==> src/logic/sst_trailer_defines.vh <==
// Constants for the subsector trailer and transfer error block.
// Assumes a 250 MHz core clock; times are turned into cycle counts here.
`ifndef SST_TRAILER_DEFINES_VH
`define SST_TRAILER_DEFINES_VH

// ****************************************
// Clock and timing
// ****************************************
`define SST_CLK_MHZ        250
`define SST_STROBE_NS      200
`define SST_STROBE_CYC     ((`SST_STROBE_NS * `SST_CLK_MHZ) / 1000)
`define SST_HANG_NS        300
`define SST_HANG_CYC       ((`SST_HANG_NS * `SST_CLK_MHZ) / 1000)
`define SST_TMR_W          8

// ****************************************
// Subsector framing
// ****************************************
`define SST_LAST_BIT       4'hF
`define SST_PRE_LAST_WORD  4'hE
`define SST_READ_PRELOAD   4'hF

// ****************************************
// Error status field positions
// ****************************************
`define SST_ERR_FAIL       10
`define SST_ERR_PROT       11
`define SST_ERR_LATE       12
`define SST_ERR_BADLOC     13
`define SST_ERR_RDCHK      14
`define SST_ERR_SUM        15
`define SST_ERR_LSB        10
`define SST_ERR_RESET      6'h00

// ****************************************
// Synchronised pin positions
// ****************************************
`define SST_PIN_WCLK       0
`define SST_PIN_RCLK       1
`define SST_PIN_RDY_N      2
`define SST_PIN_SYNC_N     3
`define SST_PIN_MATCH      4
`define SST_PIN_PROT_N     5
`define SST_PIN_NUM        6
`define SST_PIN_RESET      6'h0F

`endif

==> src/logic/sst_sync_edge.v <==
// Two-stage synchroniser bank with edge detection on the settled stage.
// Assumes every input is asynchronous to clk.
`timescale 1ns/100ps
`default_nettype none

module sst_sync_edge #(
  parameter       W         = 1,
  parameter [W-1:0] RST_VAL = {W{1'b0}}
) (
  input  wire         clk,
  input  wire         rstn,
  input  wire [W-1:0] async_in,
  output wire [W-1:0] level,
  output wire [W-1:0] rise,
  output wire [W-1:0] fall
);

  // ****************************************
  // Per-bit synchroniser
  // ****************************************
  genvar i;
  generate
    for (i = 0; i < W; i = i + 1) begin : g_bit
      reg meta_q;
      reg sync_q;
      reg last_q;
      always @(posedge clk or negedge rstn) begin
        if (!rstn) begin
          meta_q <= RST_VAL[i];
          sync_q <= RST_VAL[i];
          last_q <= RST_VAL[i];
        end else begin
          meta_q <= async_in[i];
          sync_q <= meta_q;
          last_q <= sync_q;
        end
      end
      assign level[i] = sync_q;
      assign rise[i]  = sync_q & ~last_q;
      assign fall[i]  = ~sync_q & last_q;
    end
  endgenerate

endmodule
`default_nettype wire

==> src/logic/sst_trailer.v <==
// Subsector trailer sequencer and transfer error logic.
// Assumes disc pins are asynchronous; processor-side flags are on core_clk.
//
// Operation
// Check phase after fifteen data words; the code enters it after sixteen.
// Check phase sends code word, blocks data.
// Sixteenth check clock: parity on, check off.
// Parity phase writes one odd parity bit.
// Parity end fires strobe, drops write latch.
// Write strobe pulses done and write go.
// Repeat per subsector; end on end+empty.
// Read preload fifteen: 241 clocks to last word.
// Read strobe drops read latch, pulses go.
// Read ends on read finish signal.
// Status bits 10 to 14 per error.
// Bit 15 summarises the other errors.
// Ready loss during transfer sets drive failure.
// Retriggered hang timer expiry sets drive failure.
// Drive failure ends, drops busy, interrupts.
// Protected write sector sets protect error.
// Protect error ends when sector match drops.
// Late write data sets error next clock.
// Late read answer sets error at once.
// Status strobe drives six error bits.
// Strobe and hang timer are cycle counts.
`include "sst_trailer_defines.vh"
`timescale 1ns/100ps
`default_nettype none

module sst_trailer (
  input  wire        core_clk,
  input  wire        rstn,
  input  wire        write_bit_clock,
  input  wire        read_bit_clock,
  input  wire        drive_ready_n,
  input  wire        subsector_sync_n,
  input  wire        sector_match,
  input  wire        protected_location_n,
  input  wire        op_init,
  input  wire        write_op_flag,
  input  wire        read_op_flag,
  input  wire        write_sector_mode,
  input  wire        write_data_bit,
  input  wire        check_word_bit,
  input  wire        end_cond,
  input  wire        buffer_empty_flag,
  input  wire        buffer_full_flag,
  input  wire        late_write_data_n,
  input  wire        late_read_data_n,
  input  wire        read_finish_n,
  input  wire        bad_location_error,
  input  wire        read_check_error,
  input  wire        interrupt_disable_flag,
  input  wire        status_read_strobe,
  output reg         check_word_phase,
  output reg         parity_phase,
  output reg         data_inhibit,
  output reg         disc_write_data,
  output reg         last_word_flag,
  output reg         write_sector_latch,
  output reg         read_sector_latch,
  output reg         subsector_end_strobe,
  output reg         subsector_done_pulse,
  output reg         write_sector_go,
  output reg         read_sector_go,
  output reg         error_end_n,
  output reg         selected_busy_n,
  output reg         interrupt_request,
  output reg  [5:0]  status_data,
  output reg         status_oe
);

  // ****************************************
  // Pin synchronisers
  // ****************************************
  wire [`SST_PIN_NUM-1:0] pin_lvl;
  wire [`SST_PIN_NUM-1:0] pin_rise;
  wire [`SST_PIN_NUM-1:0] pin_fall;

  sst_sync_edge #(
    .W       (`SST_PIN_NUM),
    .RST_VAL (`SST_PIN_RESET)
  ) u_sync (
    .clk      (core_clk),
    .rstn     (rstn),
    .async_in ({protected_location_n, sector_match, subsector_sync_n,
                drive_ready_n, read_bit_clock, write_bit_clock}),
    .level    (pin_lvl),
    .rise     (pin_rise),
    .fall     (pin_fall)
  );

  // ****************************************
  // State registers
  // ****************************************
  reg [3:0]             bit_cnt_q;
  reg [3:0]             word_cnt_q;
  reg                   skip_q;
  reg                   par_acc_q;
  reg [`SST_TMR_W-1:0]  strobe_cnt_q;
  reg [`SST_TMR_W-1:0]  hang_cnt_q;
  reg                   wgo_state_q;
  reg                   rgo_state_q;
  reg                   busy_q;
  reg                   late_wr_pend_q;
  reg                   late_wr_last_q;
  reg                   prot_pend_q;
  reg [5:0]             err_q;

  localparam integer          STROBE_INT  = `SST_STROBE_CYC;
  localparam integer          HANG_INT    = `SST_HANG_CYC;
  localparam [`SST_TMR_W-1:0] STROBE_LOAD = STROBE_INT[`SST_TMR_W-1:0];
  localparam [`SST_TMR_W-1:0] HANG_LOAD   = HANG_INT[`SST_TMR_W-1:0];

  // ****************************************
  // Bit clock selection
  // ****************************************
  wire wclk_ev  = pin_rise[`SST_PIN_WCLK] & write_sector_latch;
  wire rclk_ev  = pin_rise[`SST_PIN_RCLK] & read_sector_latch;
  wire bclk_ev  = wclk_ev | rclk_ev;
  wire bit_last = (bit_cnt_q == `SST_LAST_BIT);
  wire in_data  = ~check_word_phase & ~parity_phase;

  wire enter_check  = bclk_ev & ~skip_q & in_data & bit_last &
                      (word_cnt_q == `SST_LAST_BIT);
  wire enter_parity = bclk_ev & check_word_phase & bit_last;
  wire leave_parity = bclk_ev & parity_phase;

  wire strobe_on  = (strobe_cnt_q != {`SST_TMR_W{1'b0}});
  wire fail_event;
  wire prot_event;
  wire err_end;
  wire wr_finish  = wgo_state_q & end_cond & buffer_empty_flag;
  wire rd_finish  = rgo_state_q & ~read_finish_n;

  // ****************************************
  // Bit and word counting, trailer phases
  // ****************************************
  always @(posedge core_clk or negedge rstn) begin
    if (!rstn) begin
      bit_cnt_q        <= 4'h0;
      word_cnt_q       <= 4'h0;
      skip_q           <= 1'b0;
      par_acc_q        <= 1'b0;
      check_word_phase <= 1'b0;
      parity_phase     <= 1'b0;
    end else if (op_init || strobe_on) begin
      bit_cnt_q        <= 4'h0;
      word_cnt_q       <= 4'h0;
      skip_q           <= 1'b0;
      par_acc_q        <= 1'b0;
      check_word_phase <= 1'b0;
      parity_phase     <= 1'b0;
      if (rgo_state_q || (op_init && read_op_flag)) begin
        bit_cnt_q <= `SST_READ_PRELOAD;
        skip_q    <= 1'b1;
      end
    end else if (bclk_ev) begin
      if (skip_q) begin
        bit_cnt_q <= 4'h0;
        skip_q    <= 1'b0;
      end else begin
        bit_cnt_q <= bit_cnt_q + 4'h1;
        if (bit_last && in_data) begin
          word_cnt_q <= word_cnt_q + 4'h1;
        end
        if (in_data || check_word_phase) begin
          par_acc_q <= par_acc_q ^ disc_write_data;
        end
      end
      if (enter_check) begin
        check_word_phase <= 1'b1;
      end
      if (enter_parity) begin
        check_word_phase <= 1'b0;
        parity_phase     <= 1'b1;
      end
      if (leave_parity) begin
        parity_phase <= 1'b0;
      end
    end
  end

  // ****************************************
  // Write path selection
  // ****************************************
  always @(posedge core_clk or negedge rstn) begin
    if (!rstn) begin
      disc_write_data <= 1'b0;
      data_inhibit    <= 1'b0;
      last_word_flag  <= 1'b0;
    end else begin
      data_inhibit   <= check_word_phase | parity_phase;
      last_word_flag <= (word_cnt_q == `SST_LAST_BIT) & ~skip_q;
      if (check_word_phase) begin
        disc_write_data <= check_word_bit;
      end else if (parity_phase) begin
        disc_write_data <= ~par_acc_q;
      end else begin
        disc_write_data <= write_data_bit;
      end
    end
  end

  // ****************************************
  // End strobe and sector go requests
  // ****************************************
  always @(posedge core_clk or negedge rstn) begin
    if (!rstn) begin
      strobe_cnt_q         <= {`SST_TMR_W{1'b0}};
      subsector_end_strobe <= 1'b0;
      subsector_done_pulse <= 1'b0;
      write_sector_go      <= 1'b0;
      read_sector_go       <= 1'b0;
    end else begin
      if (leave_parity) begin
        strobe_cnt_q <= STROBE_LOAD;
      end else if (strobe_on) begin
        strobe_cnt_q <= strobe_cnt_q - {{(`SST_TMR_W-1){1'b0}}, 1'b1};
      end
      subsector_end_strobe <= strobe_on;
      subsector_done_pulse <= strobe_on & wgo_state_q;
      write_sector_go      <= (strobe_on | op_init & write_op_flag) &
                              (wgo_state_q | op_init);
      read_sector_go       <= (strobe_on | op_init & read_op_flag) &
                              (rgo_state_q | op_init);
    end
  end

  // ****************************************
  // Sector latches and operation state
  // ****************************************
  always @(posedge core_clk or negedge rstn) begin
    if (!rstn) begin
      write_sector_latch <= 1'b0;
      read_sector_latch  <= 1'b0;
      wgo_state_q        <= 1'b0;
      rgo_state_q        <= 1'b0;
    end else begin
      if (op_init) begin
        wgo_state_q <= write_op_flag;
        rgo_state_q <= read_op_flag & ~write_op_flag;
      end else begin
        if (wr_finish || err_end) begin
          wgo_state_q <= 1'b0;
        end
        if (rd_finish || err_end) begin
          rgo_state_q <= 1'b0;
        end
      end
      if (leave_parity || err_end) begin
        write_sector_latch <= 1'b0;
        read_sector_latch  <= 1'b0;
      end else if (pin_rise[`SST_PIN_MATCH] && !strobe_on) begin
        write_sector_latch <= wgo_state_q & ~prot_event;
        read_sector_latch  <= rgo_state_q;
      end
    end
  end

  // ****************************************
  // Hang timer
  // ****************************************
  wire retrigger = op_init | write_sector_go | read_sector_go;
  wire hang_out  = busy_q & ~err_q[`SST_ERR_FAIL - `SST_ERR_LSB] &
                   (hang_cnt_q == {{(`SST_TMR_W-1){1'b0}}, 1'b1});

  always @(posedge core_clk or negedge rstn) begin
    if (!rstn) begin
      hang_cnt_q <= {`SST_TMR_W{1'b0}};
    end else if (retrigger) begin
      hang_cnt_q <= HANG_LOAD;
    end else if (hang_cnt_q != {`SST_TMR_W{1'b0}}) begin
      hang_cnt_q <= hang_cnt_q - {{(`SST_TMR_W-1){1'b0}}, 1'b1};
    end
  end

  // ****************************************
  // Error detection
  // ****************************************
  wire ready_lost = pin_rise[`SST_PIN_RDY_N] &
                    (write_sector_latch | read_sector_latch);

  assign fail_event = ready_lost | hang_out;
  assign prot_event = pin_rise[`SST_PIN_SYNC_N] & pin_lvl[`SST_PIN_MATCH] &
                      write_sector_mode & wgo_state_q &
                      ~pin_lvl[`SST_PIN_PROT_N];
  wire   late_wr    = late_wr_pend_q & wclk_ev;
  wire   late_rd    = ~late_read_data_n & rgo_state_q;

  always @(posedge core_clk or negedge rstn) begin
    if (!rstn) begin
      err_q          <= `SST_ERR_RESET;
      late_wr_pend_q <= 1'b0;
      late_wr_last_q <= 1'b1;
      prot_pend_q    <= 1'b0;
    end else begin
      late_wr_last_q <= late_write_data_n;
      if (late_wr) begin
        late_wr_pend_q <= 1'b0;
      end
      if (late_wr_last_q && !late_write_data_n && buffer_empty_flag) begin
        late_wr_pend_q <= 1'b1;
      end
      if (prot_pend_q && pin_fall[`SST_PIN_MATCH]) begin
        prot_pend_q <= 1'b0;
      end
      if (op_init) begin
        err_q       <= `SST_ERR_RESET;
        prot_pend_q <= 1'b0;
      end
      if (fail_event) begin
        err_q[`SST_ERR_FAIL - `SST_ERR_LSB] <= 1'b1;
      end
      if (prot_event) begin
        err_q[`SST_ERR_PROT - `SST_ERR_LSB] <= 1'b1;
        prot_pend_q                         <= 1'b1;
      end
      if (late_wr || (late_rd && buffer_full_flag)) begin
        err_q[`SST_ERR_LATE - `SST_ERR_LSB] <= 1'b1;
      end
      if (bad_location_error) begin
        err_q[`SST_ERR_BADLOC - `SST_ERR_LSB] <= 1'b1;
      end
      if (read_check_error) begin
        err_q[`SST_ERR_RDCHK - `SST_ERR_LSB] <= 1'b1;
      end
      if (fail_event || prot_event || late_wr || late_rd && buffer_full_flag ||
          bad_location_error || read_check_error) begin
        err_q[`SST_ERR_SUM - `SST_ERR_LSB] <= 1'b1;
      end
    end
  end

  // ****************************************
  // Termination, busy and interrupt
  // ****************************************
  assign err_end = fail_event | (prot_pend_q & pin_fall[`SST_PIN_MATCH]);

  always @(posedge core_clk or negedge rstn) begin
    if (!rstn) begin
      busy_q            <= 1'b0;
      error_end_n       <= 1'b1;
      selected_busy_n   <= 1'b1;
      interrupt_request <= 1'b0;
    end else begin
      error_end_n       <= ~(fail_event | prot_pend_q);
      interrupt_request <= 1'b0;
      if (op_init) begin
        busy_q <= 1'b1;
      end else if (busy_q && (err_end || wr_finish || rd_finish)) begin
        busy_q            <= 1'b0;
        interrupt_request <= ~interrupt_disable_flag;
      end
      selected_busy_n <= ~busy_q;
    end
  end

  // ****************************************
  // Status read port
  // ****************************************
  always @(posedge core_clk or negedge rstn) begin
    if (!rstn) begin
      status_data <= `SST_ERR_RESET;
      status_oe   <= 1'b0;
    end else begin
      status_oe <= status_read_strobe;
      if (status_read_strobe) begin
        status_data <= err_q;
      end else begin
        status_data <= `SST_ERR_RESET;
      end
    end
  end

endmodule
`default_nettype wire

==> config.mk <==
export PLATFORM = sky130hd
export DESIGN_NAME = sst_trailer
export DESIGN_NICKNAME = d
export VERILOG_FILES = /design/src/logic/sst_sync_edge.v /design/src/logic/sst_trailer.v
export VERILOG_INCLUDE_DIRS = /design/src /design/src/logic
export SDC_FILE = /design/constraint.sdc
export NUM_CORES = 1
export LEC_CHECK = 0
export BUFFER_PORTS_ARGS = -buffer_cell sky130_fd_sc_hd__buf_2
export CAP_MARGIN = 25
export CORE_MARGIN = 10
export CORE_UTILIZATION = 40
export DETAILED_ROUTE_END_ITERATION = 16
export PLACE_DENSITY = 0.55
export REMOVE_ABC_BUFFERS = 1
export SYNTH_ARGS = -nofsm -noshare
export SYNTH_HDL_FRONTEND = slang
export SYNTH_SLANG_ARGS = --single-unit
export TNS_END_PERCENT = 50
==> constraint.sdc <==
create_clock -name core_clk -period 2.15 [get_ports core_clk]
set_clock_uncertainty 0.1 [all_clocks]
set_input_delay 0.215 -clock core_clk [delete_from_list [all_inputs] [get_ports core_clk]]
set_output_delay 0.215 -clock core_clk [all_outputs]
set_load 0.02 [all_outputs]
# [After elaboration in Yosys (flattened, before gate mapping)]
# Cells that the tools add are included.
[classes] n_addsub=4 n_eq_ne=4 n_mux=54 n_bitwise=69 n_reduce_logical=48
[op_table] op="1-bit two-way mux" n=40
[op_table] op="1-bit AND" n=37
[op_table] op="4-bit two-way mux" n=8
[op_table] op="8-bit two-way mux" n=4
[op_table] op="2-bit nonzero test" n=16
[op_table] op="1-bit NOT" n=19
[op_table] op="8-bit nonzero test" n=2
[op_table] op="8-bit by 1-bit subtractor with 8-bit output, second input constant" n=2
[op_table] op="1-bit logical OR" n=13
[op_table] op="6-bit two-way mux" n=2
[op_table] op="1-bit bitwise OR" n=12
[op_table] op="3-bit nonzero test" n=3
[op_table] op="4-bit by 1-bit adder with 4-bit output, second input constant" n=2
[op_table] op="4-bit equality test, second input constant" n=2
[op_table] op="8-bit by 1-bit equality test with 1-bit output, second input constant" n=1
[op_table] op="1-bit logical AND" n=8
[op_table] op="3-bit AND reduction" n=2
[op_table] op="2-bit AND reduction" n=2
[op_table] op="1-bit zero test" n=2
[op_table] op="2-bit by 1-bit != test with 1-bit output, second input constant" n=1
[op_table] op="1-bit XOR" n=1
[totals] register_bits=76 out_inout_bits=21 wordCells=230

# [Longest topological paths before layout]
[depth] depth_word=12 ltp_mapped=7

# [By module]
# A second synthesis with hierarchy kept.
[hier_totals] cells_unflattened=288 hier_area_um2=3334.4
[modules_own_cells] module="sst_trailer" instances=1 cells_per_inst=252 area_each_um2=2718.9 seq_area_each_um2=1480.2
[modules_own_cells] module="sst_sync_edge" instances=1 cells_per_inst=36 area_each_um2=615.6 seq_area_each_um2=465.4

# [Least setup slack after synthesis]
# OpenSTA, ideal clock, no wires.
[synth_timing] kind="flip-flop to flip-flop" startpoint="reg strobe_cnt_q[3]" endpoint="reg write_sector_go" setup_time_ns=0.122 t_arrival_ns=1.600 required_time_ns=1.928 setup_slack_ns=0.328 stages_incl_launch_ff=6 path_buffers=0 period_less_slack_ns=1.822 path_cell_list="dfrtp_1 or4_4 nor3_4 inv_2 and2_4 nand2b_1"
[synth_between] elab_chain_len=3
[synth_lines] element="from (decl)" line_no="sst_trailer.v:100" source="reg [`SST_TMR_W-1:0] strobe_cnt_q;"
[synth_lines] element="from (signal assigned)" line_no="sst_trailer.v:210" source="strobe_cnt_q <= {`SST_TMR_W{1'b0}};"
[synth_lines] element="from (signal assigned)" line_no="sst_trailer.v:219" source="strobe_cnt_q <= strobe_cnt_q - {{(`SST_TMR_W-1){1'b0}}, 1'b1};"
[synth_lines] element="8-bit nonzero test" line_no="sst_trailer.v:129" source="wire strobe_on = (strobe_cnt_q != {`SST_TMR_W{1'b0}});"
[synth_lines] element="net strobe_on" line_no="sst_trailer.v:129"
[synth_lines] element="1-bit bitwise OR" line_no="sst_trailer.v:223" source="write_sector_go <= (strobe_on | op_init & write_op_flag) &"
[synth_lines] element="1-bit AND" line_no="sst_trailer.v:223"
[synth_lines] element="to (signal assigned)" line_no="sst_trailer.v:223"
[synth_lines] element="to (decl)" line_no="sst_trailer.v:64" source="output reg write_sector_go,"
# The timed path passes the listed nets, and every way through them passes these cells.
# A chain may end at the register's enable or synchronous reset.

# [Worst setup path after layout]
[layout_timing] startpoint="reg strobe_cnt_q[0]" endpoint="reg bit_cnt_q[3]"
[layout_between] elab_chain_len=3
[layout_lines] element="8-bit nonzero test *" line_no="sst_trailer.v:129"
[layout_lines] element="1-bit logical OR *" line_no="sst_trailer.v:147" source="end else if (op_init || strobe_on) begin"
[layout_lines] element="4-bit two-way mux / 2-bit nonzero test (equally long branches)"
[layout_lines] element="to (signal assigned)" line_no="sst_trailer.v:155" source="bit_cnt_q <= `SST_READ_PRELOAD;"
[layout_lines] element="to (signal assigned)" line_no="sst_trailer.v:163" source="bit_cnt_q <= bit_cnt_q + 4'h1;"
[layout_lines] element="to (decl)" line_no="sst_trailer.v:96" source="reg [3:0] bit_cnt_q;"
# Every way passes the cells marked *; elsewhere a longest branch is shown, timed or not.

==> impl_metrics.py <==
metrics = {
    "status": {
        "status": "complete, no violations",
    },
    "grt": {
        "grtUsageTotal_pct": 12.2,
        "grt-ovfl-total": 0,
        "grt_antenna_before_repair": 0,
        "grt_pass1_vias": 2328,
        "grt_max_degree": 40,
        "grt_pass1_wl_um": 11400,
    },
    "power_and_ir_drop": {
        "swShare_pct": 24.6,
        "combPwrFrac_pct": 8.8,
        "power_density_nw_per_um2": 767,
        "clkPwrFrac_pct": 39.8,
        "peakVddDrop_mv": 0.404,
        "pwr-share-seq_pct": 51.4,
        "total_power_uw": 3030,
        "p_leak_uw": 0.00189,
        "p_int_uw": 2280,
        "p_sw_uw": 745,
    },
    "worst_setup_path": {
        "critPathSlowestCell": "nor3b_1",
        "crit_chain": "inv_1, ha_1, nor3b_1, nand3_2, a221oi_1, a21oi_1",
        "crit_path_end_kind": "flop",
        "crit_arrival_ns": 2.05,
        "worstSetupPathType": "reg -> reg",
        "crit_fanout": 7,
        "required_ns": 2.28,
        "start_kind": "flop",
        "slowest_delay_ns": 0.39,
    },
    "timing": {
        "hold_ws_ns": 0.0295,
        "slew_headroom_pct": 57.3,
        "worst_slew_pin_slew_ns": 0.638,
        "rsz0062_at_grt": "false",
        "slew_violations": 0,
        "hold_violations": 0,
        "fmax_mhz": 520,
        "setup_slack_ns": 0.228,
        "fin_crit_ns": 1.92,
        "setup_viol": 0,
        "setup_tns_ns": 0,
        "period_share_pct": 89.4,
    },
    "min_path": {
        "hold_path.class": "in -> reg",
    },
    "place": {
        "io_buffers": 44,
        "gp_congestion": 0.814,
        "hpwlAfterDp_um": 4850,
        "dp_slack_ns": 0.107,
    },
    "clock_network": {
        "cts.sinks": 76,
        "ctsRootBufferMaster": "clkbuf_8",
        "clk_pin_slew_ns": 0.08,
        "cts_buffer_depth": 2,
        "cts_tree": "built",
        "cts_buffers": 9,
        "htreeDepth": 3,
        "clock_latency_ns": 0.35,
    },
    "die": {
        "die_h_um": 109,
        "fp-row-count": 32,
        "dieArea_sq_um": 11900,
        "core_area_sq_um": 7690,
        "io-pin-count": 45,
        "die_width_um": 109,
        "initial_utilization_pct": 41.1,
    },
    "logic_synthesis": {
        "yosysWarnings": 0,
        "synth_area_sq_um": 3160,
        "synthCells": 276,
        "synthArstFlopShare_pct": 100,
        "ys_seq_elements": 76,
        "synth_cell_type_count": 52,
        "synth_edf_count": 0,
        "synth_ff_type": "dfrtp_1",
        "postSynthAreaPerCell_sq_um": 11.4,
        "seq_area_frac_synth_pct": 60.8,
    },
    "routing": {
        "vias_per_cell": 4.97,
        "drtIter0Drc": 45,
        "drtAntennaViolNets": 0,
        "drc": 0,
        "routed_wl_um": 6680,
        "drt_pass1_iterations": 4,
        "via_count": 2276,
        "wl_per_cell_um": 14.6,
    },
    "cells_and_area": {
        "drive_above_1_share_pct": 27.0,
        "n_antenna_cell": 0,
        "nets": 382,
        "area_delta_synth_final_pct": 25.0,
        "final_common_cell": "dfrtp_1",
        "layout_common_cells": "dfrtp_1 (61), buf_2 (43), nor2_1 (22)",
        "fin_util_pct": 51.4,
    },
    "run": {
        "maxCapViolations": 0,
    },
}
power by group through the flow:
stage	Clock (uW)	Combinational [uW]	Sequential, uW
floorplan	0	98.6	1600
global placement	0	250	1580
detailed placement	0	252	1580
CTS	1240	273	1560
global route	1290	301	1570
finish	1210	268	1560
logic make-up after synthesis:
group / Yosys count / synth area share (%)
multiplexers: 3 / 0.951
flip-flops: 76 / 60.8
XOR/XNOR: 9 / 2.49
AO/OA/AOI/OAI: 56 / 11.9
adder cells (fa/ha/maj): 7 / 2.77
AND/OR/NAND/NOR: 105 / 18.7
buffers and inverters: 20 / 2.38
sequential cells by signal, summed over array words and instances (netlist names), 4 cells and up:
name and flops:
word_cnt_q 4, u_sync.g_bit.sync_q 6, u_sync.g_bit.last_q 5, strobe_cnt_q 8, hang_cnt_q 8, status_data 6, u_sync.g_bit.meta_q 6, err_q 6
bit_cnt_q 4
stage by stage:
stage | cell area [sq um] | std cells
global route | 3950 | 458
CTS | 3940 | 458
finish | 3950 | 458
floorplan | 3150 | 273
global placement | 3580 | 428
detailed placement | 3580 | 428
timing repair:
| action | CTS | global route |
|---|---|---|
| endpoints found under the setup margin | 0 | 3 |
| hold endpoints to repair | 46 | 0 |
| resized for setup | 0 | 2 |
| hold buffers | 14 | 0 |
| setup buffers | 0 | 0 |
path summary, 6_finish.rpt:
| kind | from | to | slack, ns | depth (start not counted) |
|---|---|---|---|---|
| setup / recovery | strobe_cnt_q[0]$_DFFE_PN0P_ | bit_cnt_q[3]$_DFFE_PN0P_ | 0.23 | 6 |
| hold / removal | read_finish_n | rgo_state_q$_DFFE_PN0P_ | 0.03 | 3 |
| setup reg to reg | strobe_cnt_q[0]$_DFFE_PN0P_ | bit_cnt_q[3]$_DFFE_PN0P_ | 0.23 | 6 |
| hold reg to reg | u_sync.g_bit[2].meta_q$_DFF_PN1_ | u_sync.g_bit[2].sync_q$_DFF_PN1_ | 0.25 | 0 |
| max in group asynchronous | rstn | u_sync.g_bit[0].meta_q$_DFF_PN1_ | 1.06 | 3 |
| min in group asynchronous | rstn | hang_cnt_q[7]$_DFFE_PN0P_ | 0.26 | 2 |
synthesized netlist by cell type, drive strengths merged, types with 4 or more instances:
cell type	n	area [sq um]
dfrtp	61	1530
nor2	23	86.3
inv	17	63.8
nand2	16	60.1
dfstp	15	394
a21oi	14	70.1
o21ai	11	55.1
and2	9	58.8
nand3	9	45.0
nor3	8	51.3
ha	7	87.6
nand2b	6	37.5
a211oi	5	37.5
o211ai	5	37.5
or3	5	31.3
xor2	5	43.8
and3	4	25.0
nand3b	4	30.0
nand4	4	25.0
nor2b	4	25.0
xnor2	4	35.0
critical path: cells and delay by family (launching register included):
kind,cells,cell delay [ns]
AND/OR/NAND/NOR,2,0.63
flip-flops,1,0.38
AO/OA/AOI/OAI,2,0.38
adder cells (fa/ha/maj),1,0.19
buffers and inverters,1,0.11
cell type report:
cell class,instances,area (sq um)
clock inverters,7,98.8
repair buffers,67,443
clock buffers,9,124
fillers,709,3740
multi-input cells,180,1170
inverters,17,63.8
flip-flops and latches,76,1920
well taps,102,128
per-layer routing:
| metal | share of wire (%) | up-vias | GRT usage, % |
|---|---|---|---|
| li1 | - | 1127 | - |
| met1 | 47 | 1098 | 15.3 |
| met2 | 47 | 40 | 19.1 |
| met3 | 4.5 | 11 | 3.13 |
| met4 | 1.9 | 0 | 6.03 |
| met5 | 0 | - | 0 |
No activity file was read; power rests on OpenSTA's default activity.
